$ cat src/cocr_consts.vh
`ifndef COCR_CONSTS_VH
`define COCR_CONSTS_VH
// ****************************************
// Slave address, command and counts
// ****************************************
`define COCR_SLAVE_ADDR 7'h69
`define COCR_CMD_CODE 8'h00
`define COCR_COUNT_MIN 8'h01
`define COCR_COUNT_MAX 8'h20
// ****************************************
// Byte indices in block-write order
// ****************************************
`define COCR_IDX_CTRL 6'h00
`define COCR_IDX_HOST 6'h01
`define COCR_IDX_SLOT 6'h02
`define COCR_IDX_AUX 6'h03
`define COCR_IDX_MID 6'h04
`define COCR_IDX_DLY 6'h05
`define COCR_IDX_ID 6'h06
// ****************************************
// Writable masks and defaults
// ****************************************
`define COCR_HOST_WMASK 8'h7F
`define COCR_HOST_RST 8'h47
`define COCR_SLOT_WMASK 8'h7F
`define COCR_SLOT_RST 8'h7F
`define COCR_AUX_WMASK 8'hFF
`define COCR_AUX_RST 8'hC7
`define COCR_MID_WMASK 8'h3F
`define COCR_MID_RST 8'h3F
`define COCR_DLY_WMASK 8'h3F
`define COCR_DLY_RST 8'h00
// ****************************************
// Bit positions
// ****************************************
`define COCR_BIT_MULT 7
`define COCR_BIT_HOST3 6
`define COCR_BIT_DISP 7
`define COCR_BIT_SBUS 6
`define COCR_BIT_MID5 3
`define COCR_BIT_MID1 4
`define COCR_BIT_MID0 5
`endif

$ cat src/cocr_regs.v
`timescale 1ns/1ns
`include "cocr_consts.vh"
module cocr_regs #(
	parameter [3:0] REVISION_CODE = 4'h5, // Arbitrary value
	parameter [3:0] VENDOR_CODE = 4'hA // Arbitrary value
) (
	// Clock and reset
	input wire mclk,
	input wire rst,
	// Serial pins (open-drain data)
	input wire scl_in,
	input wire sda_in,
	output reg sda_out,
	output reg sda_oe,
	// Strap
	input wire current_multiplier_select,
	// Configuration outputs
	output reg [3:0] host_pair_en,
	output reg [6:0] slot_clock_en,
	output reg display_48m_out_en,
	output reg serial_48m_en,
	output reg [2:0] freerun_stop_qual,
	output reg [2:0] freerun_en,
	output reg mid_clock_0_en,
	output reg mid_clock_1_or_aux_en,
	output reg ext_ref_in_or_mid_clock_5_en,
	output reg [2:0] fanout_copy_en,
	output reg [1:0] fanout_copy_delay,
	output reg [1:0] display_edge_rate,
	output reg [1:0] serial_edge_rate,
	output reg [7:0] maker_and_revision
);

// ****************************************
// Pin synchronisers and edges
// ****************************************
reg scl_m;
reg scl_s;
reg scl_d;
reg sda_m;
reg sda_s;
reg sda_d;
reg strap_m;
reg strap_s;
always @(posedge mclk) begin
	if (rst) begin
		scl_m <= 1'b1;
		scl_s <= 1'b1;
		scl_d <= 1'b1;
		sda_m <= 1'b1;
		sda_s <= 1'b1;
		sda_d <= 1'b1;
		strap_m <= 1'b0;
		strap_s <= 1'b0;
	end else begin
		scl_m <= scl_in;
		scl_s <= scl_m;
		scl_d <= scl_s;
		sda_m <= sda_in;
		sda_s <= sda_m;
		sda_d <= sda_s;
		strap_m <= current_multiplier_select;
		strap_s <= strap_m;
	end
end
wire scl_rise = scl_s & ~scl_d;
wire scl_fall = ~scl_s & scl_d;
wire start_cond = scl_s & scl_d & sda_d & ~sda_s;
wire stop_cond = scl_s & scl_d & ~sda_d & sda_s;

// ****************************************
// Protocol state machine
// ****************************************
localparam ST_IDLE = 3'h0;
localparam ST_ADDR = 3'h1;
localparam ST_CMD = 3'h2;
localparam ST_CNT = 3'h3;
localparam ST_DATA = 3'h4;
localparam ST_IGN = 3'h5;

reg [2:0] state;
reg [2:0] ret_state;
reg [7:0] shreg;
reg [3:0] bitcnt;
reg ack_phase;
reg [5:0] idx;
reg [7:0] remain;
reg mult_bit;
reg strap_taken;
reg [7:0] byte1;
reg [7:0] byte2;
reg [7:0] byte3;
reg [7:0] byte4;
reg [7:0] byte5;
wire [7:0] rx = {shreg[6:0], sda_s};

// ****************************************
// Strap capture
// ****************************************
// Sampled once on the first clock after reset release, when strap_s still holds its reset 0; not under reset itself
always @(posedge mclk) begin
	if (rst) begin
		strap_taken <= 1'b0;
		mult_bit <= 1'b0;
	end else if (!strap_taken) begin
		strap_taken <= 1'b1;
		mult_bit <= strap_s;
	end
end

always @(posedge mclk) begin
	if (rst) begin
		state <= ST_IDLE;
		ret_state <= ST_IDLE;
		shreg <= 8'h00;
		bitcnt <= 4'h0;
		ack_phase <= 1'b0;
		idx <= `COCR_IDX_CTRL;
		remain <= 8'h00;
		sda_out <= 1'b0;
		sda_oe <= 1'b0;
		byte1 <= `COCR_HOST_RST;
		byte2 <= `COCR_SLOT_RST;
		byte3 <= `COCR_AUX_RST;
		byte4 <= `COCR_MID_RST;
		byte5 <= `COCR_DLY_RST;
	end else if (start_cond) begin
		state <= ST_ADDR;
		bitcnt <= 4'h0;
		ack_phase <= 1'b0;
		sda_oe <= 1'b0;
	end else if (stop_cond) begin
		state <= ST_IDLE;
		sda_oe <= 1'b0;
	end else if (state != ST_IDLE && state != ST_IGN) begin
		if (ack_phase) begin
			// Release after ack clock so the master regains the line
			if (scl_fall) begin
				sda_oe <= 1'b0;
				ack_phase <= 1'b0;
				state <= ret_state;
			end
		end else if (scl_rise) begin
			shreg <= rx;
			bitcnt <= bitcnt + 4'h1;
		end else if (scl_fall && bitcnt == 4'h8) begin
			bitcnt <= 4'h0;
			ack_phase <= 1'b1;
			sda_oe <= 1'b1;
			case (state)
			ST_ADDR: begin
				// Reads and foreign addresses get no ack
				if (shreg == {`COCR_SLAVE_ADDR, 1'b0}) begin
					ret_state <= ST_CMD;
				end else begin
					sda_oe <= 1'b0;
					ack_phase <= 1'b0;
					state <= ST_IGN;
				end
			end
			ST_CMD: begin
				if (shreg == `COCR_CMD_CODE) begin
					ret_state <= ST_CNT;
				end else begin
					sda_oe <= 1'b0;
					ack_phase <= 1'b0;
					state <= ST_IGN;
				end
			end
			ST_CNT: begin
				if (shreg >= `COCR_COUNT_MIN && shreg <= `COCR_COUNT_MAX) begin
					remain <= shreg;
					idx <= `COCR_IDX_CTRL;
					ret_state <= ST_DATA;
				end else begin
					sda_oe <= 1'b0;
					ack_phase <= 1'b0;
					state <= ST_IGN;
				end
			end
			ST_DATA: begin
				// Each whole byte lands at once; an early stop keeps it
				case (idx)
				`COCR_IDX_HOST: begin
					byte1 <= shreg & `COCR_HOST_WMASK;
				end
				`COCR_IDX_SLOT: begin
					byte2 <= shreg & `COCR_SLOT_WMASK;
				end
				`COCR_IDX_AUX: begin
					byte3 <= shreg & `COCR_AUX_WMASK;
				end
				`COCR_IDX_MID: begin
					byte4 <= shreg & `COCR_MID_WMASK;
				end
				`COCR_IDX_DLY: begin
					byte5 <= shreg & `COCR_DLY_WMASK;
				end
				default: ;
				endcase
				if (idx != `COCR_IDX_ID + 6'h1) begin
					idx <= idx + 6'h1;
				end
				remain <= remain - 8'h01;
				// Bytes beyond the count are not acked
				ret_state <= (remain == 8'h01) ? ST_IGN : ST_DATA;
			end
			default: begin
				sda_oe <= 1'b0;
				ack_phase <= 1'b0;
				state <= ST_IGN;
			end
			endcase
		end
	end
end

// ****************************************
// Decoded configuration outputs
// ****************************************
always @(posedge mclk) begin
	if (rst) begin
		host_pair_en <= 4'hF;
		slot_clock_en <= 7'h7F;
		display_48m_out_en <= 1'b1;
		serial_48m_en <= 1'b1;
		freerun_stop_qual <= 3'h0;
		freerun_en <= 3'h7;
	end else begin
		host_pair_en <= {byte1[`COCR_BIT_HOST3], byte1[2:0]};
		slot_clock_en <= byte2[6:0];
		display_48m_out_en <= byte3[`COCR_BIT_DISP];
		serial_48m_en <= byte3[`COCR_BIT_SBUS];
		freerun_stop_qual <= byte3[5:3];
		freerun_en <= byte3[2:0];
	end
end

// Split by byte group to keep each update path short
always @(posedge mclk) begin
	if (rst) begin
		mid_clock_0_en <= 1'b1;
		mid_clock_1_or_aux_en <= 1'b1;
		ext_ref_in_or_mid_clock_5_en <= 1'b1;
		fanout_copy_en <= 3'h7;
		fanout_copy_delay <= 2'h0;
		display_edge_rate <= 2'h0;
		serial_edge_rate <= 2'h0;
	end else begin
		mid_clock_0_en <= byte4[`COCR_BIT_MID0];
		mid_clock_1_or_aux_en <= byte4[`COCR_BIT_MID1];
		// Controller keeps this set while the pin is an input
		ext_ref_in_or_mid_clock_5_en <= byte4[`COCR_BIT_MID5];
		fanout_copy_en <= byte4[2:0];
		fanout_copy_delay <= byte5[5:4];
		display_edge_rate <= byte5[3:2];
		serial_edge_rate <= byte5[1:0];
	end
end

// ****************************************
// Identity byte
// ****************************************
// Fixed codes; no write path reaches them
always @(posedge mclk) begin
	if (rst) begin
		maker_and_revision <= {REVISION_CODE, VENDOR_CODE};
	end else begin
		maker_and_revision <= {REVISION_CODE, VENDOR_CODE};
	end
end

// ****************************************
// Read-only view
// ****************************************
// No readback path exists, so the strap stays internal
// Read-only multiplier bit joins byte1[6:0] only in this unused view; byte1 never stores it
wire [7:0] host_byte_view = {mult_bit, byte1[6:0]};
wire unused_view = ^host_byte_view;

endmodule // cocr_regs

$ cat config.mk
export PLATFORM = sky130hd
export DESIGN_NAME = cocr_regs
export DESIGN_NICKNAME = d
export VERILOG_FILES = /design/src/cocr_regs.v
export VERILOG_INCLUDE_DIRS = /design/src /design/src/src
export SDC_FILE = /design/constraint.sdc
export NUM_CORES = 1
export LEC_CHECK = 0
export BUFFER_PORTS_ARGS = -buffer_cell sky130_fd_sc_hd__buf_2
export CORE_ASPECT_RATIO = 2
export CORE_MARGIN = 2
export CORE_UTILIZATION = 62
export CTS_BUF_LIST = sky130_fd_sc_hd__clkbuf_4 sky130_fd_sc_hd__clkbuf_8 sky130_fd_sc_hd__clkbuf_16
export DETAILED_ROUTE_END_ITERATION = 12
export PLACE_DENSITY = 0.84
export RECOVER_POWER = 25
export SLEW_MARGIN = 5
export SYNTH_ARGS = -nofsm -noshare
export SYNTH_HDL_FRONTEND = slang
export SYNTH_SLANG_ARGS = --single-unit
$ cat constraint.sdc
create_clock -name mclk -period 6.79 [get_ports mclk]
set_input_delay 1.0185 -clock mclk [delete_from_list [all_inputs] [get_ports mclk]]
set_output_delay 1.0185 -clock mclk [all_outputs]
set_load 0.03 [all_outputs]
Yosys cells after proc, flatten, opt, wreduce, memory -nomap -nowiden
Cells that the tools add are included.
{ "word_totals": {"reg_bits": 105, "in_bits": 5, "word_cells": 145} }
{ "classes": {"magnitude_cmp": 2, "n_mux": 35, "n_addsub": 3, "n_eq_ne": 30, "n_reduce_logical": 27, "bitwise_logic": 15} }
{ "op_table": {"columns": ["operator", "count"], "rows": [
  ["$reduce_and 8->1", 8],
  ["$mux 3", 10],
  ["$pmux 3 s4", 2],
  ["$pmux 8 s2", 1],
  ["$mux 1", 15],
  ["$ne 5x5->1 const B", 3],
  ["$eq 6x2->1 const B", 2],
  ["$eq 6x3->1 const B", 2],
  ["$mux 6", 2],
  ["$ne 2x2->1 const B", 6],
  ["$ne 3x3->1 const B", 4],
  ["$pmux 6 s2", 1],
  ["$reduce_and 10->1", 1],
  ["$reduce_and 9->1", 1],
  ["$eq 8x1->1 const B", 1],
  ["$eq 8x8->1 const B", 1],
  ["$ge 8x1->1 const B", 1],
  ["$le 8x6->1 const B", 1],
  ["$logic_not 8->1", 1],
  ["$mux 4", 2],
  ["$mux 8", 1],
  ["$ne 4x4->1 const B", 2],
  ["$not 1->1", 8],
  ["$reduce_and 4->1", 2],
  ["21 further kinds", 34]
]} }

Depth between registers and ports, before layout
{ "depth": {"ltp_word": 10, "depth_mapped": 9} }

Worst setup path after synthesis
OpenSTA, ideal clock, no wires.
{ "synth_timing": {"path_kind": "register to register", "from": "register shreg[1]", "to": "register remain[1]", "required_ns": 6.662, "path_buffers": 2, "slack_ns": 4.654, "stages_incl_launch_ff": 9, "arrival_ns": 2.009, "setup_ns": 0.128, "cell_sequence": "dfxtp_1 > buf_6 > or4_4 > or3_1 > nand4_4 > a21o_1 > buf_2 > mux2i_1 > nor2_1"} }
{ "synth_between": {"elab_chain_cells": 4, "elab_cells_between_ends": 7} }
{ "synth_lines": {"columns": ["element", "line", "text"], "rows": [
  ["from (decl)", "cocr_regs.v:83", "reg [7:0] shreg;"],
  ["from (signal assigned)", "cocr_regs.v:144", "shreg <= rx;"],
  ["$ge 8x1->1 (no line) / $le 8x6->1 (equally long branches)", null, null],
  ["$logic_and 1x1->1 (no line)", null, null],
  ["$ne 2x2->1 (no line)", null, null],
  ["$reduce_and 8->1 (no line)", null, null],
  ["to (signal assigned)", "cocr_regs.v:172", "remain <= shreg;"],
  ["to (signal assigned)", "cocr_regs.v:204", "remain <= remain - 8'h01;"],
  ["to (decl)", "cocr_regs.v:87", "reg [7:0] remain;"]
]} }
Several ways; a longest one is shown, not always the timed one. The select of a mux whose other input is x is not followed.
A chain may end at the register's enable or synchronous reset.

Worst setup path in the final report
{ "layout_timing": {"from": "input port rst", "to": "register bitcnt[2]"} }
{ "layout_between": {"elab_chain_cells": 1} }
{ "layout_lines": {"columns": ["element", "line", "text"], "rows": [
  ["from (decl)", "cocr_regs.v:9", "input wire rst,"],
  ["$reduce_or 2->1 (no line)", null, null],
  ["to (signal assigned)", "cocr_regs.v:145", "bitcnt <= bitcnt + 4'h1;"],
  ["to (decl)", "cocr_regs.v:84", "reg [3:0] bitcnt;"]
]} }
Every way passes these cells.

==> impl_metrics.yaml <==
clocking:
  max-clock-path-buffers: 2
  htreeDepth: 3
  post_cts.repair.setup_buffers: 0
  cts_buffers: 9
  clock_latency_ns: 0.35
  clockRootBuffer: "clkbuf_16"
  clk_pin_slew_ns: 0.06
  cts_hold_buf: 0
  clock-sinks: 102
  cts_tree: "done"
  ctsResizeCount: 0
layout:
  postLayoutCellArea_um2: 4600
  nNetsFinal: 507
  multiInputGateArea_um2: 1900
  fin_cells: 587
  postLayoutCoreUtil_pct: 70.0
  nFillCells: 514
  diodes: 0
  synthToLayoutAreaGrowth_pct: 10.3
  layout_common_cells: "102 x dfxtp_1, 61 x nor2_1, 52 x a21oi_1, 35 x buf_2, 29 x nand2_1"
  drive_gt1_share_pct: 16.6
  seqCellArea_um2: 2040
  mostFrequentLayoutCell: "dfxtp_1"
worst_setup_path:
  cp_max_fo: 97
  arrival_ns: 4.30
  critPathKind: "primary input to flop"
  end_kind: "flop"
  critical_path_required_ns: 7.03
  worst_setup_path_start_kind: "primary input"
synth:
  ys_seq_area_share_pct: 49.0
  ys_ff_latch: 102
  synth_top_area_share_pct: 49.0
  yosysTopAreaCell: "dfxtp_1"
  synth.avg_cell_area_um2: 8.74
  ys.flop_type: "dfxtp_1"
  synth.area.top_cells: "dfxtp_1 49%, a21oi_1 6.2%, nor2_1 5.5%"
  syn_inst: 477
  yosys_warnings: 0
  synth_enable_flop_cells: 0
  ys_types: 51
  synthArstFlopShare_pct: 0
  syn-cell-area_um2: 4170
die:
  row_count: 42
  fp.dieW_um: 62.0
  dieArea_um2: 7440
  start_util_pct: 63.5
  die_height_um: 120
  ios: 46
  core-area_um2: 6570
place:
  dpl-instance-area_um2: 4310
  gp_congestion: 0.883
  place_inst: 571
  portBuffers: 35
  dp_hpwl_um: 5980
global_routing:
  busiest_layer: "met2"
  grt_first_pass_wirelength_um: 14200
  grt_use_total_pct: 25.3
  use_met2_pct: 44.9
  antenna_found_initial: 0
  grt_overflow: 0
  grt_start_max_net_pins: 98
  grt.met3_usage_pct: 5.39
  grt_pass1_vias: 3157
  gr-usage-met1_pct: 26.3
drt:
  wire_per_inst_um: 14.8
  dr_total_vias: 3312
  viasPerCell: 5.64
  route.detailed.drc: 0
  dr.first_iter.drc_count: 211
  drt-total-wl_um: 8700
  dr.pass1.iters: 5
  ant_nets: 0
timing:
  setup_violations: 0
  period_minus_slack_ns: 4.06
  tns_ns: 0
  fin_worst_skew_ns: 0.00616
  final_hold_viol_count: 0
  period_share_pct: 59.8
  timing.fmax_mhz: 246
  rsz0062_at_grt: "false"
  slew_headroom_pct: -140
  drv_slew: 98
  tightest_slew_ns: 3.59
pwr:
  powerDensity_nw_per_um2: 245
  ir_drop_v: 0.000150
  p_leak_nw: 1.74
worst_hold_path:
  min_path_type: "flop to flop"
run_status:
  outcome: "finished, violations left"
  violations: "max-capacitance violations, max-slew violations"
job:
  maxCapViolCount: 1
-- state kept, by name, indices dropped and copies added, names as in the netlist, 3 cells and up --
signal and flops:
ret_state 3, byte3 8, byte1 4, remain 8, byte5 6, shreg 8, byte2 7, freerun_stop_qual 3
idx 6, fanout_copy_en 3, state 3, bitcnt 4, slot_clock_en 7, host_pair_en 4, freerun_en 3, byte4 6
-- per-stage QoR --
stage | power (mW) | hold WS (ns) | worst slack [ns]
floorplan | 0.642 | 0.389 | 4.65
global placement | 0.642 | 0.395 | 4.01
detailed placement | 0.643 | 0.393 | 3.85
CTS | 1.13 | 0.410 | 3.81
global route | 1.16 | 0.428 | 2.36
finish | 1.12 | 0.410 | 2.73
-- worst max-delay path, cell delays in order --
cell and delay [ns]:
buf_2 0.07, clkbuf_1 2.52, o21bai_1 0.41, nand2b_1 0.20, nor2_1 0.06
-- cells in the mapped netlist (2+ instances only) --
library cell  number
dfxtp_1          102
nor2_1            61
a21oi_1           52
nand2_1           29
or2_2             26
clkbuf_1          23
nor2b_1           19
inv_1             17
o21ai_0           17
nand3_1           13
mux2i_1           11
or3_1             10
buf_4              9
a211o_1            8
ha_1               8
nand2b_1           7
nor3_1             7
a31oi_1            4
nor4_1             4
o32ai_1            4
buf_2              3
nor4b_1            3
a211oi_1           2
a21o_1             2
and2_1             2
buf_1              2
conb_1             2
nor3_2             2
o31ai_1            2
o41ai_1            2
or4_1              2
xnor2_1            2
xor2_1             2
-- path summary, 6_finish.rpt --
kind / end / startpoint / slack, ns / cells past startpoint
worst max-delay path: bitcnt[2] / rst / 2.73 / 5
worst min-delay path: scl_s / scl_m / 0.41 / 1
worst max register to register: byte3[4] / state[2] / 3.66 / 5
worst min register to register: scl_s / scl_m / 0.41 / 1
-- cell type report --
class	count	area share [%]
Sequential cell	102	44.4
Multi-Input combinational cell	327	41.4
Clock buffer	11	5.50
Timing Repair Buffer	37	4.06
Tap cell	88	2.40
Inverter	17	1.39
Clock inverter	5	0.871
-- cell families (layout without fill, tap and decap cells) --
kind of cell	after synthesis	in the layout	synth area share, %
other cells	2	9	0.180
fa+ha+maj	8	8	2.40
mux	11	11	2.64
xor+xnor	4	4	0.840
compound gates	101	101	14.8
buf+inv	55	70	6.03
simple gates	194	194	24.2
flops	102	102	49.0
-- report_power, final --
group	total [mW]	leakage (nW)	internal [mW]	switching (mW)
clock network	0.495	0.147	0.272	0.222
registers	0.602	0.824	0.600	0.00222
logic	0.0276	0.771	0.00621	0.0214
total	1.12	1.74	0.878	0.246
-- routing by layer --
metal / wire (um) / up-vias
met2: 4880 / 79
li1: - / 1643
met5: 0 / -
met1: 3190 / 1562
met4: 331 / 0
met3: 295 / 28
(Power assumes the default switching activity.)
